--- config.mk ---
export PLATFORM = sky130hd
export DESIGN_NAME = muldiv_regs
export DESIGN_NICKNAME = d
export VERILOG_FILES = /design/src/rtl/muldiv_pkg.sv /design/src/rtl/muldiv_regs.sv /design/src/rtl/muldiv_engine.sv
export SDC_FILE = /design/constraint.sdc
export NUM_CORES = 1
export LEC_CHECK = 0
export ABC_AREA = 1
export BUFFER_PORTS_ARGS = -buffer_cell sky130_fd_sc_hd__buf_2
export CAP_MARGIN = 20
export CORE_MARGIN = 2
export CORE_UTILIZATION = 45
export DETAILED_ROUTE_END_ITERATION = 7
export SYNTH_ARGS = -nofsm -noshare
export SYNTH_HDL_FRONTEND = slang
export SYNTH_HIERARCHICAL = 1
export SYNTH_SLANG_ARGS = --single-unit
--- constraint.sdc ---
create_clock -name CLK -period 3.1 [get_ports CLK]
set_input_delay 0.62 -clock CLK [delete_from_list [all_inputs] [get_ports CLK]]
set_output_delay 0.62 -clock CLK [all_outputs]
set_load 0.01 [all_outputs]
--- src/rtl/muldiv_pkg.sv ---
// constants and types for the multiply/divide operand and result registers
// Function
// RL1: three byte registers, cleared at reset; the code has six (byte_reg[0:5]), all cleared at reset
// RL2: byte meaning follows the active operation
// RL3: first byte: dividend/quotient or value LSB
// RL4: multiply: first byte multiplicand low, product low
// RL5: multiply: second byte multiplicand high, product byte1
// RL6: second byte per divide, shift, normalize
// RL7: third byte per operation; unused reads zero
// RL8: fourth byte holds most significant byte
// RL9: divisor in, remainder out; multiplier in
// RL10: write order picks operation; results after completion
`default_nettype none
package muldiv_pkg;

    // ****************************************
    // register map
    // ****************************************
    localparam logic [7:0] ADDR_BYTE0 = 8'he9;
    localparam logic [7:0] ADDR_BYTE1 = 8'hea;
    localparam logic [7:0] ADDR_BYTE2 = 8'heb;
    localparam logic [7:0] ADDR_BYTE3 = 8'hec;
    localparam logic [7:0] ADDR_DIVISOR_LOW = 8'hed;
    localparam logic [7:0] ADDR_DIVISOR_HIGH = 8'hee;
    localparam logic [7:0] ADDR_ARITH_CONTROL = 8'hef;
    localparam logic [7:0] BYTE_RESET = 8'h00;
    localparam logic [7:0] READ_UNMAPPED = 8'h00;

    // arith_control fields
    localparam int CTRL_OVF_BIT = 7;
    localparam int CTRL_BUSY_BIT = 6;
    localparam int CTRL_DIR_BIT = 5;
    localparam int CTRL_COUNT_MSB = 4;
    localparam logic [5:0] CTRL_RW_RESET = 6'h00;

    // ****************************************
    // widths and step counts
    // ****************************************
    localparam int VALUE_WIDTH = 32;
    localparam int OPER_WIDTH = 16;
    localparam logic [5:0] DIV_STEPS = 6'h20;
    localparam logic [5:0] MUL_STEPS = 6'h10;
    localparam logic [4:0] NORM_MAX = 5'h1f;

    typedef enum logic [4:0] {
        OP_NONE  = 5'b00001,
        OP_DIV32 = 5'b00010,
        OP_DIV16 = 5'b00100,
        OP_MUL   = 5'b01000,
        OP_SHIFT = 5'b10000
    } op_t;

    // progress of the operand write sequence
    typedef enum logic [9:0] {
        SEQ_IDLE  = 10'b0000000001,
        SEQ_W0    = 10'b0000000010,
        SEQ_W01   = 10'b0000000100,
        SEQ_W012  = 10'b0000001000,
        SEQ_W0123 = 10'b0000010000,
        SEQ_W0123_4 = 10'b0000100000,
        SEQ_W01_4 = 10'b0001000000,
        SEQ_W04   = 10'b0010000000,
        SEQ_W04_1 = 10'b0100000000,
        SEQ_SPARE = 10'b1000000000
    } seq_t;

    typedef enum logic [2:0] {
        ENG_IDLE = 3'b001,
        ENG_RUN  = 3'b010,
        ENG_DONE = 3'b100
    } eng_state_t;

    typedef struct packed {
        logic start;
        op_t op;
        logic [31:0] value;
        logic [15:0] operand;
        logic [4:0] count;
        logic dir_right;
    } eng_req_t;

    typedef struct packed {
        logic busy;
        logic done;
        logic [31:0] value;
        logic [15:0] rem;
        logic [4:0] count;
        logic overflow;
    } eng_resp_t;

endpackage
`default_nettype wire

--- src/rtl/muldiv_regs.sv ---
// operand and result byte registers of the multiply/divide unit
`default_nettype none
module muldiv_regs import muldiv_pkg::*; #(
    parameter int VALUE_W = 32,
    parameter int OPER_W = 16
) (
    // clock and reset
    input wire logic CLK,
    input wire logic RST,
    // register port
    input wire logic [7:0] ADDR,
    input wire logic [7:0] WDATA,
    input wire logic WR,
    input wire logic RD,
    output logic [7:0] RDATA,
    // status
    output logic BUSY
);

    // refused at elaboration: the byte map only serves the documented widths
    if (VALUE_W != VALUE_WIDTH || OPER_W != OPER_WIDTH) begin : g_bad_widths
        $error("muldiv_regs: unsupported widths");
    end

    // ****************************************
    // storage
    // ****************************************
    logic [7:0] byte_reg [0:5];
    logic [5:0] ctrl_reg;
    logic ovf_reg;
    op_t last_op_reg;
    seq_t seq_reg;
    seq_t seq_next;
    logic start_next;
    op_t op_next;
    eng_req_t req;
    eng_resp_t resp;
    logic [7:0] rdata_next;

    logic wr_b0;
    logic wr_b1;
    logic wr_b2;
    logic wr_b3;
    logic wr_b4;
    logic wr_b5;
    logic wr_ctrl;
    logic wr_ok;

    // writes while the engine runs are dropped so operands stay consistent
    assign wr_ok = WR && !resp.busy;
    assign wr_b0 = wr_ok && ADDR == ADDR_BYTE0;
    assign wr_b1 = wr_ok && ADDR == ADDR_BYTE1;
    assign wr_b2 = wr_ok && ADDR == ADDR_BYTE2;
    assign wr_b3 = wr_ok && ADDR == ADDR_BYTE3;
    assign wr_b4 = wr_ok && ADDR == ADDR_DIVISOR_LOW;
    assign wr_b5 = wr_ok && ADDR == ADDR_DIVISOR_HIGH;
    assign wr_ctrl = wr_ok && ADDR == ADDR_ARITH_CONTROL;

    // ****************************************
    // operation detection from write order
    // ****************************************
    always_comb begin
        seq_next = seq_reg;
        start_next = 1'b0;
        op_next = OP_NONE;
        if (wr_b0) begin
            seq_next = SEQ_W0; // see RL10
        end else if (wr_ok) begin
            seq_next = SEQ_IDLE;
            case (seq_reg)
                SEQ_W0: begin
                    if (wr_b1) seq_next = SEQ_W01;
                    else if (wr_b4) seq_next = SEQ_W04;
                end
                SEQ_W01: begin
                    if (wr_b2) seq_next = SEQ_W012;
                    else if (wr_b4) seq_next = SEQ_W01_4;
                end
                SEQ_W012: if (wr_b3) seq_next = SEQ_W0123;
                SEQ_W0123: begin
                    if (wr_b4) begin
                        seq_next = SEQ_W0123_4;
                    end else if (wr_ctrl) begin
                        start_next = 1'b1;
                        op_next = OP_SHIFT;
                    end
                end
                SEQ_W0123_4: begin
                    if (wr_b5) begin
                        start_next = 1'b1;
                        op_next = OP_DIV32;
                    end
                end
                SEQ_W01_4: begin
                    if (wr_b5) begin
                        start_next = 1'b1;
                        op_next = OP_DIV16;
                    end
                end
                SEQ_W04: if (wr_b1) seq_next = SEQ_W04_1;
                SEQ_W04_1: begin
                    if (wr_b5) begin
                        start_next = 1'b1;
                        op_next = OP_MUL;
                    end
                end
                default: seq_next = SEQ_IDLE;
            endcase
        end
    end

    always_ff @(posedge CLK) begin
        if (RST) begin
            seq_reg <= SEQ_IDLE;
        end else begin
            seq_reg <= seq_next;
        end
    end

    always_ff @(posedge CLK) begin
        if (RST) begin
            last_op_reg <= OP_NONE;
        end else if (start_next) begin
            last_op_reg <= op_next; // see RL2
        end
    end

    // ****************************************
    // engine hookup
    // ****************************************
    always_comb begin
        req.start = start_next;
        req.op = op_next;
        // divide 16/16 takes only the two low dividend bytes
        if (op_next == OP_DIV16 || op_next == OP_MUL) begin
            req.value = {16'h0000, byte_reg[1], byte_reg[0]};
        end else begin
            req.value = {byte_reg[3], byte_reg[2], byte_reg[1], byte_reg[0]};
        end
        // the high operand byte arrives with the starting write, not yet in its register
        req.operand = {(wr_b5 ? WDATA : byte_reg[5]), byte_reg[4]}; // see RL9
        // control written in the starting cycle is used at once
        req.count = WDATA[CTRL_COUNT_MSB:0];
        req.dir_right = WDATA[CTRL_DIR_BIT];
    end

    muldiv_engine #(
        .VALUE_W(VALUE_W),
        .OPER_W(OPER_W)
    ) engine (
        .clk(CLK),
        .rst(RST),
        .req(req),
        .resp(resp)
    );

    // ****************************************
    // byte registers: operands in, results back
    // ****************************************
    always_ff @(posedge CLK) begin
        if (RST) begin
            for (int i = 0; i < 6; i++) begin
                byte_reg[i] <= BYTE_RESET; // see RL1
            end
        end else if (resp.done) begin
            byte_reg[0] <= resp.value[7:0]; // see RL3 RL4
            byte_reg[1] <= resp.value[15:8]; // see RL5 RL6
            byte_reg[2] <= resp.value[23:16]; // see RL7
            byte_reg[3] <= resp.value[31:24]; // see RL8
            if (last_op_reg == OP_DIV32 || last_op_reg == OP_DIV16) begin
                byte_reg[4] <= resp.rem[7:0]; // see RL9
                byte_reg[5] <= resp.rem[15:8]; // see RL9
            end
        end else begin
            if (wr_b0) byte_reg[0] <= WDATA; // see RL3 RL4
            if (wr_b1) byte_reg[1] <= WDATA; // see RL5 RL6
            if (wr_b2) byte_reg[2] <= WDATA; // see RL7
            if (wr_b3) byte_reg[3] <= WDATA; // see RL8
            if (wr_b4) byte_reg[4] <= WDATA; // see RL9
            if (wr_b5) byte_reg[5] <= WDATA; // see RL9
        end
    end

    always_ff @(posedge CLK) begin
        if (RST) begin
            ctrl_reg <= CTRL_RW_RESET;
        end else if (resp.done && last_op_reg == OP_SHIFT && ctrl_reg[CTRL_COUNT_MSB:0] == 5'h00) begin
            // normalize reports how far it shifted
            ctrl_reg[CTRL_COUNT_MSB:0] <= resp.count;
        end else if (wr_ctrl) begin
            ctrl_reg <= WDATA[5:0];
        end
    end

    always_ff @(posedge CLK) begin
        if (RST) begin
            ovf_reg <= 1'b0;
        end else if (resp.done) begin
            ovf_reg <= resp.overflow;
        end
    end

    // ****************************************
    // read port
    // ****************************************
    always_comb begin
        rdata_next = READ_UNMAPPED;
        // results are only meaningful once the engine is idle
        if (!resp.busy) begin
            case (ADDR)
                ADDR_BYTE0: rdata_next = byte_reg[0]; // see RL3 RL4
                ADDR_BYTE1: rdata_next = byte_reg[1]; // see RL5 RL6
                ADDR_BYTE2: if (last_op_reg != OP_DIV16) rdata_next = byte_reg[2]; // see RL7
                ADDR_BYTE3: if (last_op_reg != OP_DIV16) rdata_next = byte_reg[3]; // see RL8
                ADDR_DIVISOR_LOW: begin
                    if (last_op_reg == OP_DIV32 || last_op_reg == OP_DIV16) rdata_next = byte_reg[4]; // see RL9
                end
                ADDR_DIVISOR_HIGH: begin
                    if (last_op_reg == OP_DIV32 || last_op_reg == OP_DIV16) rdata_next = byte_reg[5]; // see RL9
                end
                default: rdata_next = READ_UNMAPPED;
            endcase
        end
        if (ADDR == ADDR_ARITH_CONTROL) begin
            rdata_next = {ovf_reg, resp.busy, ctrl_reg};
        end
    end

    always_ff @(posedge CLK) begin
        if (RST) begin
            RDATA <= 8'h00;
        end else if (RD) begin
            RDATA <= rdata_next;
        end else begin
            RDATA <= 8'h00;
        end
    end

    assign BUSY = resp.busy;

endmodule // muldiv_regs
`default_nettype wire

--- src/rtl/muldiv_engine.sv ---
// iterative divide, multiply, shift and normalize engine
`default_nettype none
module muldiv_engine import muldiv_pkg::*; #(
    parameter int VALUE_W = 32,
    parameter int OPER_W = 16
) (
    // clock and reset
    input wire logic clk,
    input wire logic rst,
    // request and response
    input wire eng_req_t req,
    output eng_resp_t resp
);

    if (VALUE_W != VALUE_WIDTH || OPER_W != OPER_WIDTH || VALUE_W != 2 * OPER_W) begin : g_bad_widths
        $error("muldiv_engine: unsupported widths");
    end

    eng_state_t state_reg;
    op_t op_reg;
    logic [31:0] acc_reg;
    logic [31:0] mcand_reg;
    logic [16:0] rem_reg;
    logic [15:0] oper_reg;
    logic [5:0] steps_reg;
    logic [4:0] cnt_reg;
    logic dir_reg;
    logic norm_reg;
    logic ovf_reg;

    logic [16:0] rem_shift;
    logic [17:0] diff;
    logic run_last;
    logic norm_stop;

    assign rem_shift = {rem_reg[15:0], acc_reg[31]};
    assign diff = {1'b0, rem_shift} - {2'b00, oper_reg};
    assign norm_stop = acc_reg[31] || (acc_reg == 32'h0000_0000) || (cnt_reg == NORM_MAX);
    assign run_last = norm_reg ? norm_stop : (steps_reg == 6'h00);

    // ****************************************
    // sequencing
    // ****************************************
    always_ff @(posedge clk) begin
        if (rst) begin
            state_reg <= ENG_IDLE;
        end else begin
            case (state_reg)
                ENG_IDLE: if (req.start) state_reg <= ENG_RUN;
                ENG_RUN: if (run_last) state_reg <= ENG_DONE;
                ENG_DONE: state_reg <= ENG_IDLE;
                default: state_reg <= ENG_IDLE;
            endcase
        end
    end

    // ****************************************
    // datapath
    // ****************************************
    always_ff @(posedge clk) begin
        if (rst) begin
            op_reg <= OP_NONE;
            acc_reg <= 32'h0000_0000;
            mcand_reg <= 32'h0000_0000;
            rem_reg <= 17'h00000;
            oper_reg <= 16'h0000;
            steps_reg <= 6'h00;
            cnt_reg <= 5'h00;
            dir_reg <= 1'b0;
            norm_reg <= 1'b0;
            ovf_reg <= 1'b0;
        end else if (state_reg == ENG_IDLE && req.start) begin
            op_reg <= req.op;
            oper_reg <= req.operand;
            rem_reg <= 17'h00000;
            dir_reg <= req.dir_right;
            norm_reg <= (req.op == OP_SHIFT) && (req.count == 5'h00);
            cnt_reg <= 5'h00;
            ovf_reg <= (req.op == OP_DIV32 || req.op == OP_DIV16) && (req.operand == 16'h0000);
            mcand_reg <= {16'h0000, req.value[15:0]};
            // multiply starts from a clear accumulator, the rest from the value
            acc_reg <= (req.op == OP_MUL) ? 32'h0000_0000 : req.value;
            case (req.op)
                OP_DIV32, OP_DIV16: steps_reg <= DIV_STEPS;
                OP_MUL: steps_reg <= MUL_STEPS;
                default: steps_reg <= {1'b0, req.count};
            endcase
        end else if (state_reg == ENG_RUN && !run_last) begin
            steps_reg <= steps_reg - 6'h01;
            case (op_reg)
                OP_DIV32, OP_DIV16: begin
                    // restoring division, one quotient bit per cycle
                    if (!diff[17]) begin
                        rem_reg <= diff[16:0];
                        acc_reg <= {acc_reg[30:0], 1'b1};
                    end else begin
                        rem_reg <= rem_shift;
                        acc_reg <= {acc_reg[30:0], 1'b0};
                    end
                end
                OP_MUL: begin
                    if (oper_reg[0]) acc_reg <= acc_reg + mcand_reg;
                    mcand_reg <= {mcand_reg[30:0], 1'b0};
                    oper_reg <= {1'b0, oper_reg[15:1]};
                end
                OP_SHIFT: begin
                    if (norm_reg || !dir_reg) acc_reg <= {acc_reg[30:0], 1'b0};
                    else acc_reg <= {1'b0, acc_reg[31:1]};
                    if (norm_reg) cnt_reg <= cnt_reg + 5'h01;
                end
                default: acc_reg <= acc_reg;
            endcase
        end else if (state_reg == ENG_RUN && op_reg == OP_MUL) begin
            ovf_reg <= acc_reg[31:16] != 16'h0000;
        end
    end

    assign resp.busy = state_reg != ENG_IDLE;
    assign resp.done = state_reg == ENG_DONE;
    assign resp.value = acc_reg;
    assign resp.rem = rem_reg[15:0];
    assign resp.count = cnt_reg;
    assign resp.overflow = ovf_reg;

endmodule // muldiv_engine
`default_nettype wire

# Yosys cells after proc, flatten, opt, wreduce, memory -nomap -nowiden
# Memory sizes are Yosys's and may differ from the RTL's.
# Index checks and enable logic that the tools add are counted.
# Widths: inputs -> output; s select.
dict set report word_totals {
  reg_bits 147
  ramBits 48
  input_bits 20
  word_cells 227
  output_inout_bits 9
  memories 1
}
dict set report classes {
  mux 103
  n_reduce_logical 50
  eq_ne 36
  n_bitwise 14
  n_addsub 4
}
# memory depth width rd rd_ports_with_merged_regs wr line_no
set memory_table {}
lappend memory_table {byte_reg 6 8 6 0 6 muldiv_regs.sv:28} ;# logic [7:0] byte_reg [0:5];
# operator n
set ops {}
lappend ops {{$mux 32} 6}
lappend ops {{$mux 8} 21}
lappend ops {{$mux 16} 7}
lappend ops {{$pmux 32 s3} 1}
lappend ops {{$eq 8x8->1 const B} 7}
lappend ops {{$pmux 8 s6} 1}
lappend ops {{$pmux 9 s5} 1}
lappend ops {{$mux 1} 42}
lappend ops {{$mux 5} 7}
lappend ops {{$add 32x32->32} 1}
lappend ops {{$logic_not 32->1} 1}
lappend ops {{$eq 5x5->1 const B} 4}
lappend ops {{$pmux 5 s4} 1}
lappend ops {{$mux 6} 3}
lappend ops {{$sub 17x16->18} 1}
lappend ops {{$logic_not 16->1} 1}
lappend ops {{$reduce_bool 16->1} 1}
lappend ops {{$eq 5x2->1 const B} 3}
lappend ops {{$eq 5x3->1 const B} 3}
lappend ops {{$logic_and 1x1->1} 15}
lappend ops {{$mux 7} 2}
lappend ops {{$or 1x1->1} 12}
lappend ops {{$pmux 6 s2} 1}
lappend ops {{$reduce_and 2->1} 6}
lappend ops {{34 further kinds} 59}

# Depth between registers and ports, before layout
# Gate-level depths: netlist (run 1).
dict set report depth {
  word_depth 14
  ltp_mapped 17
  depth_no_buf 16
}

# Cells and area by module
# Netlist (run 1), hierarchy kept.
# mod area_per_inst_um2 instances seq_area_each_um2 cells_each
set by_module_without_submodules {}
lappend by_module_without_submodules {muldiv_engine 9884.5 1 2362.3 1720}
lappend by_module_without_submodules {muldiv_regs 4488.1 1 2021.9 607}

# Worst setup path after synthesis (run 1)
# OpenSTA, ideal clock, no wires.
dict set report synth_path {
  kind {in2reg}
  start {input port ADDR[4]}
  end {register engine.steps_reg[3]}
  n_path_buf 1
  slack_ps 497
  path_stages 16
  t_arrival_ps 2489
  required_time_ps 2985
  setup_time_ps 115
  cell_sequence {inv_1 > nand2_1 > nor2_2 > buf_4 > nand2_2 > nor2_4 > inv_2 > a21oi_1 > o211ai_1 > nor2_1 > o21ai_0 > nor3_1 > nor2_1 > a31oi_1 > a21oi_1 > o21a_1}
}
dict set report synth_via {
  elab_chain_cells 11
  elab_cells_between_ends 30
  classes_between {eq/ne: 7; mux: 16; reduce/logical: 7}
}
# element line_no
set synth_lines {}
lappend synth_lines {{from (decl)} muldiv_regs.sv:11} ;# input wire logic [7:0] ADDR,
lappend synth_lines {{$eq 8x8->1} muldiv_regs.sv:57} ;# assign wr_ctrl = wr_ok && ADDR == ADDR_ARITH_CONTROL;
lappend synth_lines {{$logic_and 1x1->1} muldiv_regs.sv:57}
lappend synth_lines {{$mux 5} muldiv_regs.sv:83} ;# end else if (wr_ctrl) begin
lappend synth_lines {{$mux 5} muldiv_regs.sv:81} ;# if (wr_b4) begin
lappend synth_lines {{$pmux 5 s4} muldiv_regs.sv:70} ;# case (seq_reg)
lappend synth_lines {{$mux 5} muldiv_regs.sv:68} ;# end else if (wr_ok) begin
lappend synth_lines {{$mux 5 *} muldiv_regs.sv:66} ;# if (wr_b0) begin
lappend synth_lines {{net op_next[0]} muldiv_regs.sv:35} ;# op_t op_next;
lappend synth_lines {{$eq 5x3->1 or $eq 5x2->1 (tied branches)} muldiv_engine.sv:83} ;# case (req.op)
lappend synth_lines {{$reduce_or 2->1} muldiv_engine.sv:83}
lappend synth_lines {{$pmux 6 s2 *} muldiv_engine.sv:83}
lappend synth_lines {{$mux 6 *} muldiv_engine.sv:72} ;# end else if (state_reg == ENG_IDLE && req.start) begin
lappend synth_lines {{to (signal assigned)} muldiv_engine.sv:86} ;# default: steps_reg <= {1'b0, req.count};
lappend synth_lines {{to (signal assigned)} muldiv_engine.sv:89} ;# steps_reg <= steps_reg - 6'h01;
lappend synth_lines {{to (decl)} muldiv_engine.sv:25} ;# logic [5:0] steps_reg;
# The timed path passes the listed nets; every way through them passes the cells marked *.
# A chain may end at the register's enable or synchronous reset.

==> results.json, run 1 <==
{
  "run_status": "finished clean",
  "hp-start": "engine/oper_reg[15]",
  "worst_setup_path_end_kind": "register",
  "chipWidth_um": 182.7,
  "vias": 15117,
  "fin_total_pwr_mw": 5.067,
  "power_frac_clock_pct": 43.8,
  "clock-root-buffer": "clkbuf_16",
  "clock-sinks": 195,
  "crit_type": "reg -> reg",
  "cts_made_buffers": 17,
  "h-tree-depth": 4,
  "largest_reg_flops": 48,
  "grt_setup_unrepaired": "no",
  "fin_area_um2": 15510,
  "die_area_um2": 33380,
  "min_path_type": "reg -> reg",
  "wp_buf_inv": 4,
  "area_delta_synth_final_pct": 7.913,
  "placer_s_final_routability_congestion_estimate": 0.9696,
  "yosysUniqueCellTypes": 55,
  "via_count_of_the_first_global_routing_pass": 13793,
  "final_standard_cell_count_with_taps_included_and_fillers_excluded": 2755,
  "drtIter0Drc": 1438,
  "yosys_register_bits": 195,
  "grt_pass1_wl_um": 76070,
  "detail-route-antenna-nets": 0,
  "worst_hold_margin_ns": 0.4789,
  "maxSlewHeadroom_pct": 35.11,
  "final.setup_skew_ns": 0.02667,
  "synthesis.area_um2": 14370,
  "power.share.sequential_pct": 52.2,
  "clock_tree_from_tritoncts": "built",
  "top_level_ports": 29,
  "slew_viol_final": 0,
  "timing.critical_path.from": "seq_reg[3]",
  "worst_ir_drop_vdd_mv": 0.4253,
  "worst_path_max_delay_cell": "dfxtp_1",
  "final_nets": 2413,
  "vias_per_cell": 5.487,
  "drc": 0,
  "synth-warning-count": 6,
  "clockBufferDepth": 2,
  "insertedDiodeCount": 0,
  "most-common-layout-cells": "nand2_1 (730), inv_1 (306), nor2_1 (267)",
  "critical_path.startpoint_type": "register",
  "worst_pin_slew_ns": 0.9697,
  "clock_pin_slew_reported_for_the_worst_setup_and_hold_paths_after_clock_tree_synthesis_ns": 0.08,
  "dr.pass1.iters": 5,
  "io_buffer_count": 28,
  "final_common_cell": "nand2_1",
  "crit_path_cell_trace": "nor2_1 > nand2_2 > inv_1 > nand4_2 > nand3_1 > nand2_1 > nand2_1 > inv_1 > nor2_4 > inv_2 > nand2_2 > nand2_8 > clkinv_2 > nor2_1 > nor2_1",
  "floorplan.core_area_um2": 31470,
  "max_clock_freq_mhz": 352.8,
  "fin_setup_tns_ns": 0,
  "max-cap-violations": 0,
  "fillCellCount": 3323,
  "drive_above_1_share_pct": 8.075,
  "powerDensity_nw_per_um2": 326.7,
  "worst_skew_pair.late_latency_ns": 0.47,
  "synth_nets": 2400,
  "critPathMaxStageDelay_ns": 0.38,
  "arrival_ns": 3.17,
  "critPathMostFrequentCell": "nor2_1",
  "dpl_cell_area_um2": 14940,
  "cp_data_required_time_ns": 3.44,
  "finalWorstPathRequiredPeriod_ns": 2.835,
  "die_h_um": 182.7,
  "grt_antenna_before_repair": 1,
  "totalWireLength_um": 48210,
  "avgSynthCellArea_um2": 6.176,
  "power.internal_mw": 3.825,
  "ys_seq_area_share_pct": 30.50,
  "power.switching_mw": 1.242,
  "post_synth_inst_count": 2327,
  "grt_max_degree": 62,
  "start_util_pct": 45.66,
  "total_leakage_power_nw": 7.396,
  "netSwitchingFraction_pct": 24.51,
  "combinationalPowerShare_pct": 4.0,
  "detail_route.wl_per_cell_um": 17.50,
  "globalRouteOverflowTotal": 0,
  "hpwl_dp_um": 36810,
  "finalCritPeriodShare_pct": 91.44,
  "hold_viol_final": 0,
  "placed_cells_incl_taps": 2723,
  "crit-reg2reg-launch": "seq_reg[3]",
  "worstPathMaxFanout": 42,
  "rows": 65,
  "timing.final.setup_violations": 0,
  "grt_util_all_layers_pct": 29.18,
  "critPathTopFamily": "simple AND/OR/NAND/NOR gates"
}
[final timing paths]
kind / to / depth (start not counted) / slack [ns]
max reg2reg: engine/mcand_reg[4] / 15 / 0.27
max: engine/mcand_reg[4] / 15 / 0.27
min: engine/oper_reg[15] / 2 / 0.48
min reg2reg: engine/oper_reg[15] / 2 / 0.48
[cell type report]
cell class | count | area [µm²] | area share [%]
clock inverters | 12 | 105.1 | 0.6776
repair buffers | 67 | 461.7 | 2.977
multi-input cells | 1733 | 8371 | 53.97
flip-flops and latches | 195 | 4384 | 28.27
well taps | 402 | 503.0 | 3.243
inverters | 326 | 1227 | 7.914
clock buffers | 20 | 457.9 | 2.953
[cell families (layout without fill, tap and decap cells)]
family	Yosys count	in the layout	synth area share, %
and+or+nand+nor	1307	1307	39.21
DFF	195	195	30.50
buffers and inverters	399	425	11.34
xor gates and xnor gates	10	10	0.6094
adders and majority gates	53	53	4.718
AOI/OAI and AO/OA	363	363	13.62
[worst min-delay path, cell delays in order, from the launching register on]
cell and delay, ns:
dfxtp_1 0.33, nand2_2 0.07, a21oi_2 0.05
[routing by layer]
metal / track usage (%) / share of wire [%] / wire [µm] / vias up
li1: - / - / - / 7489
met1: 41.17 / 46 / 22090 / 6984
met2: 46.16 / 45 / 21500 / 573
met3: 4.330 / 7.4 / 3557 / 71
met4: 8.581 / 2.2 / 1060 / 0
met5: 0 / 0 / 0 / -
[through the flow]
stage | worst slack, ns | util [%]
finish | 0.2653 | 49.28
floorplan | 0.4966 | -
global placement | 0.1801 | 47.46
detailed placement | 0.1569 | 47.46
CTS | 0.2716 | 49.25
global route | 0.01445 | 49.28
[cells in the mapped netlist (all sizes together)]
cell type  instances  area share (%)
a211oi             2            0.10
a21o               2            0.10
a21oi            156             5.7
a22o               1           0.061
a22oi              3            0.16
a31oi              5            0.22
and2               3            0.13
buf               52             2.3
clkbuf            21            0.55
clkinv             2           0.052
dfxtp            147              20
edfxtp            48              10
fa                 2            0.28
ha                51             4.4
inv              324             8.5
nand2            752              20
nand3            189             6.7
nand3b            11            0.57
nand4             35             1.8
nor2             285             8.1
nor3              15            0.67
nor4               7            0.41
o211ai             5            0.26
o21a               2            0.10
o21ai            162             5.8
o21bai             1           0.052
o22ai             23             1.0
o32ai              1           0.061
or2               10            0.44
xnor2              2            0.12
xor2               8            0.49
[power by group through the flow]
| stage | combinational (mW) | sequential, mW | clock (mW) |
|---|---|---|---|
| 6_report | 0.204 | 2.65 | 2.22 |
| 5_1_grt | 0.217 | 2.65 | 2.35 |
| 4_1_cts | 0.200 | 2.64 | 2.24 |
| 3_5_place_dp | 0.199 | 2.70 | 0 |
| 3_3_place_gp | 0.198 | 2.70 | 0 |
| 2_1_floorplan | 0.106 | 2.69 | 0 |
[what timing repair did]
item	in CTS	in global routing
endpoints found under the setup margin	0	19
resized for setup	0	3
setup buffers	0	0
hold buffers	0	0
Power figures use the tool's default switching activity.
==> run 2: changes to the inputs <==
Settings changed: REMOVE_ABC_BUFFERS set to 1, SYNTH_HIERARCHICAL 1 to unset.
==> results.json, run 2 <==
{
  "synth_top_family_by_area": "simple AND/OR/NAND/NOR gates",
  "netSwitchingFraction_pct": 23.56,
  "synth-async-reset-ratio_pct": 0,
  "post-route-worst-setup-slack_ns": 0.3582,
  "fin_total_pwr_mw": 5.126,
  "top_level_ports": 29,
  "totalWireLength_um": 49830,
  "crit-reg2reg-launch": "engine.oper_reg[6]",
  "slew_viol_final": 0,
  "ys_seq_area_share_pct": 32.25,
  "hpwl_dp_um": 38980,
  "vias": 14287,
  "worst_skew_pair.late_latency_ns": 0.45,
  "post-cts-setup-buffer-count": 0,
  "post-place-ws_ns": 0.2444,
  "most-common-layout-cells": "nand2_1 (615), inv_1 (329), nand3_1 (162)",
  "synth-edff-count": 48,
  "post_synth_inst_count": 2125,
  "synthesis.area_um2": 13590,
  "die_h_um": 177.8,
  "cts.repair.resized": 0,
  "yosys_register_bits": 195,
  "grt_antenna_before_repair": 0,
  "synth_xor_xnor_area_share_pct": 1.095,
  "timing.rr.end": "engine.rem_reg[7]",
  "powerDensity_nw_per_um2": 345.6,
  "whs_path_depth": 2,
  "globalRouteOverflowTotal": 0,
  "avgSynthCellArea_um2": 6.397,
  "maxSlewHeadroom_pct": 42.95,
  "area_delta_synth_final_pct": 9.112,
  "hold_path_end": "engine.oper_reg[4]",
  "fillCellCount": 3133,
  "finalWorstPathRequiredPeriod_ns": 2.742,
  "post-synth-top-count-cell": "nand2_1",
  "cts_made_buffers": 17,
  "crit_type": "reg -> reg",
  "clock-sinks": 195,
  "grt_pass1_wl_um": 76530,
  "post_synth_most_frequent_cells": "nand2_1 (615), inv_1 (329), nand3_1 (162)",
  "final_common_cell": "nand2_1",
  "power.share.sequential_pct": 51.5,
  "worst_path_max_delay_cell": "nand3_1",
  "reg2reg_path_depth": 12,
  "clock-root-buffer": "clkbuf_16",
  "detail-route-antenna-nets": 0,
  "final_standard_cell_count_with_taps_included_and_fillers_excluded": 2550,
  "synth_compound_gate_area_share_pct": 17.48,
  "floorplan.core_area_um2": 29720,
  "max_clock_freq_mhz": 364.7,
  "start_util_pct": 45.75,
  "h-tree-depth": 4,
  "placer_s_final_routability_congestion_estimate": 1.056,
  "final_nets": 2220,
  "finalCritPeriodShare_pct": 88.44,
  "power.internal_mw": 3.919,
  "fin_area_um2": 14830,
  "post-synth-top-area-cell": "dfxtp_1",
  "combinationalPowerShare_pct": 3.6,
  "hold_viol_final": 0,
  "ys_top_cells_by_area": "dfxtp_1 (22%), nand2_1 (17%), edfxtp_1 (11%), inv_1 (9.1%), nand3_1 (6.0%)",
  "drc": 0,
  "timing.final.setup_violations": 0,
  "worst_ir_drop_vdd_mv": 0.3154,
  "post_synth_fa_ha_maj_area_fraction_pct": 4.988,
  "crit_path_cell_trace": "inv_1 > ha_1 > a21oi_1 > inv_1 > a21oi_1 > nand2_1 > nand2_1 > nand3_1 > buf_4 > o21ai_0 > nand2_1 > a21oi_1",
  "rows": 63,
  "total_leakage_power_nw": 6.861,
  "fin_setup_tns_ns": 0,
  "dpl_cell_area_um2": 14230,
  "clock_pin_slew_reported_for_the_worst_setup_and_hold_paths_after_clock_tree_synthesis_ns": 0.08,
  "cp_data_required_time_ns": 3.47,
  "hp-start": "engine.oper_reg[4]",
  "worst_pin_slew_ns": 0.8526,
  "chipWidth_um": 177.8,
  "drive_above_1_share_pct": 6.574,
  "arrival_ns": 3.12,
  "grt_setup_unrepaired": "no",
  "clock_tree_from_tritoncts": "built",
  "power.switching_mw": 1.207,
  "vias_per_cell": 5.603,
  "die_area_um2": 31620,
  "drtIter0Drc": 1591,
  "yosysUniqueCellTypes": 51,
  "synth-warning-count": 0,
  "power_frac_clock_pct": 44.9,
  "detail_route.wl_per_cell_um": 19.54,
  "yosys_most_used_dff": "dfxtp_1",
  "min_path_type": "reg -> reg",
  "grt_max_degree": 55,
  "multiplexer_fraction_of_the_synthesized_cell_area_pct": 0,
  "synth-simple-area-share_pct": 32.47,
  "netlist.area_leader.share_pct": 21.65,
  "max-cap-violations": 0,
  "dr.pass1.iters": 6,
  "placed_cells_incl_taps": 2518,
  "insertedDiodeCount": 0,
  "run_status": "finished clean",
  "via_count_of_the_first_global_routing_pass": 13124,
  "critPathMaxStageDelay_ns": 0.41,
  "clockBufferDepth": 2,
  "regToRegSetupSlack_ns": 0.36,
  "worstPathMaxFanout": 14,
  "largest_reg_flops": 48,
  "grt_util_all_layers_pct": 31.93,
  "final.setup_skew_ns": 0.01805,
  "holdBufCountCts": 0,
  "io_buffer_count": 28,
  "critical_path.startpoint_type": "register",
  "worst_setup_path_end_kind": "register"
}
==> run 2: changes by cell type after synthesis, moves of 14 or more <==
cell     previous run  this run
nand3_1           186       162
o21ai_1            28         5
o22ai_1            23        53
inv_1             306       329
nand2_1           730       615
nand2_2            18         4
nor2_1            268       150
==> run 2: cell type report <==
cell class | instances | area [µm²] | area share, %
tap | 390 | 488.0 | 3.290
timing repair buffer | 67 | 457.9 | 3.087
clock buffer | 24 | 514.2 | 3.467
multi-input combinational | 1523 | 7617 | 51.35
inverter | 343 | 1287 | 8.680
clock inverter | 8 | 83.83 | 0.5652
sequential | 195 | 4384 | 29.56
==> run 2: kinds of logic (layout without fill, tap and decap cells) <==
| kind of cell | after synthesis | in the layout |
|---|---|---|
| AND/OR/NAND/NOR | 1030 | 1030 |
| XOR/XNOR | 17 | 17 |
| AO/OA/AOI/OAI | 423 | 423 |
| flip-flops | 195 | 195 |
| adder cells (fa/ha/maj) | 53 | 53 |
| buffers and inverters | 407 | 442 |
==> run 2: per-layer routing <==
metal,routed length (µm),track usage (%),part of all wire [%]
met1,21930,43.43,44
met4,1244,9.085,2.5
met2,23400,53.28,47
met3,3261,3.663,6.5
met5,0,0,0
==> run 2: critical path: cells and delay by family (launching register included) <==
family	cells	cell delay [ns]
and+or+nand+nor	4	0.63
AOI/OAI and AO/OA	4	0.81
adders and majority gates	1	0.35
buffers and inverters	3	0.54
DFF	1	0.33
==> run 2: through the flow <==
step / hold slack [ns] / utilization (%)
after floorplan: 0.4334 / -
after global placement: 0.4480 / 47.90
after detailed placement: 0.4520 / 47.90
after CTS: 0.4630 / 49.91
after global routing: 0.4803 / 49.91
final: 0.4591 / 49.91
==> run 2: worst max path at each step <==
| stage | startpoint | endpoint | cells past startpoint |
|---|---|---|---|
| after detailed placement | ADDR[4] | engine.steps_reg[5] | 13 |
| after global placement | ADDR[4] | engine.steps_reg[5] | 13 |
| after floorplan | WR | engine.dir_reg | 9 |
| after global routing | engine.oper_reg[6] | engine.rem_reg[7] | 12 |
| after CTS | engine.oper_reg[6] | engine.rem_reg[7] | 12 |
| final | engine.oper_reg[6] | engine.rem_reg[7] | 12 |
==> run 2: power by group through the flow <==
stage / clock (mW) / combinational [mW] / sequential, mW
floorplan: 0 / 0.0714 / 2.69
global placement: 0 / 0.178 / 2.70
detailed placement: 0 / 0.177 / 2.70
CTS: 2.33 / 0.177 / 2.64
global route: 2.43 / 0.190 / 2.64
finish: 2.30 / 0.182 / 2.64
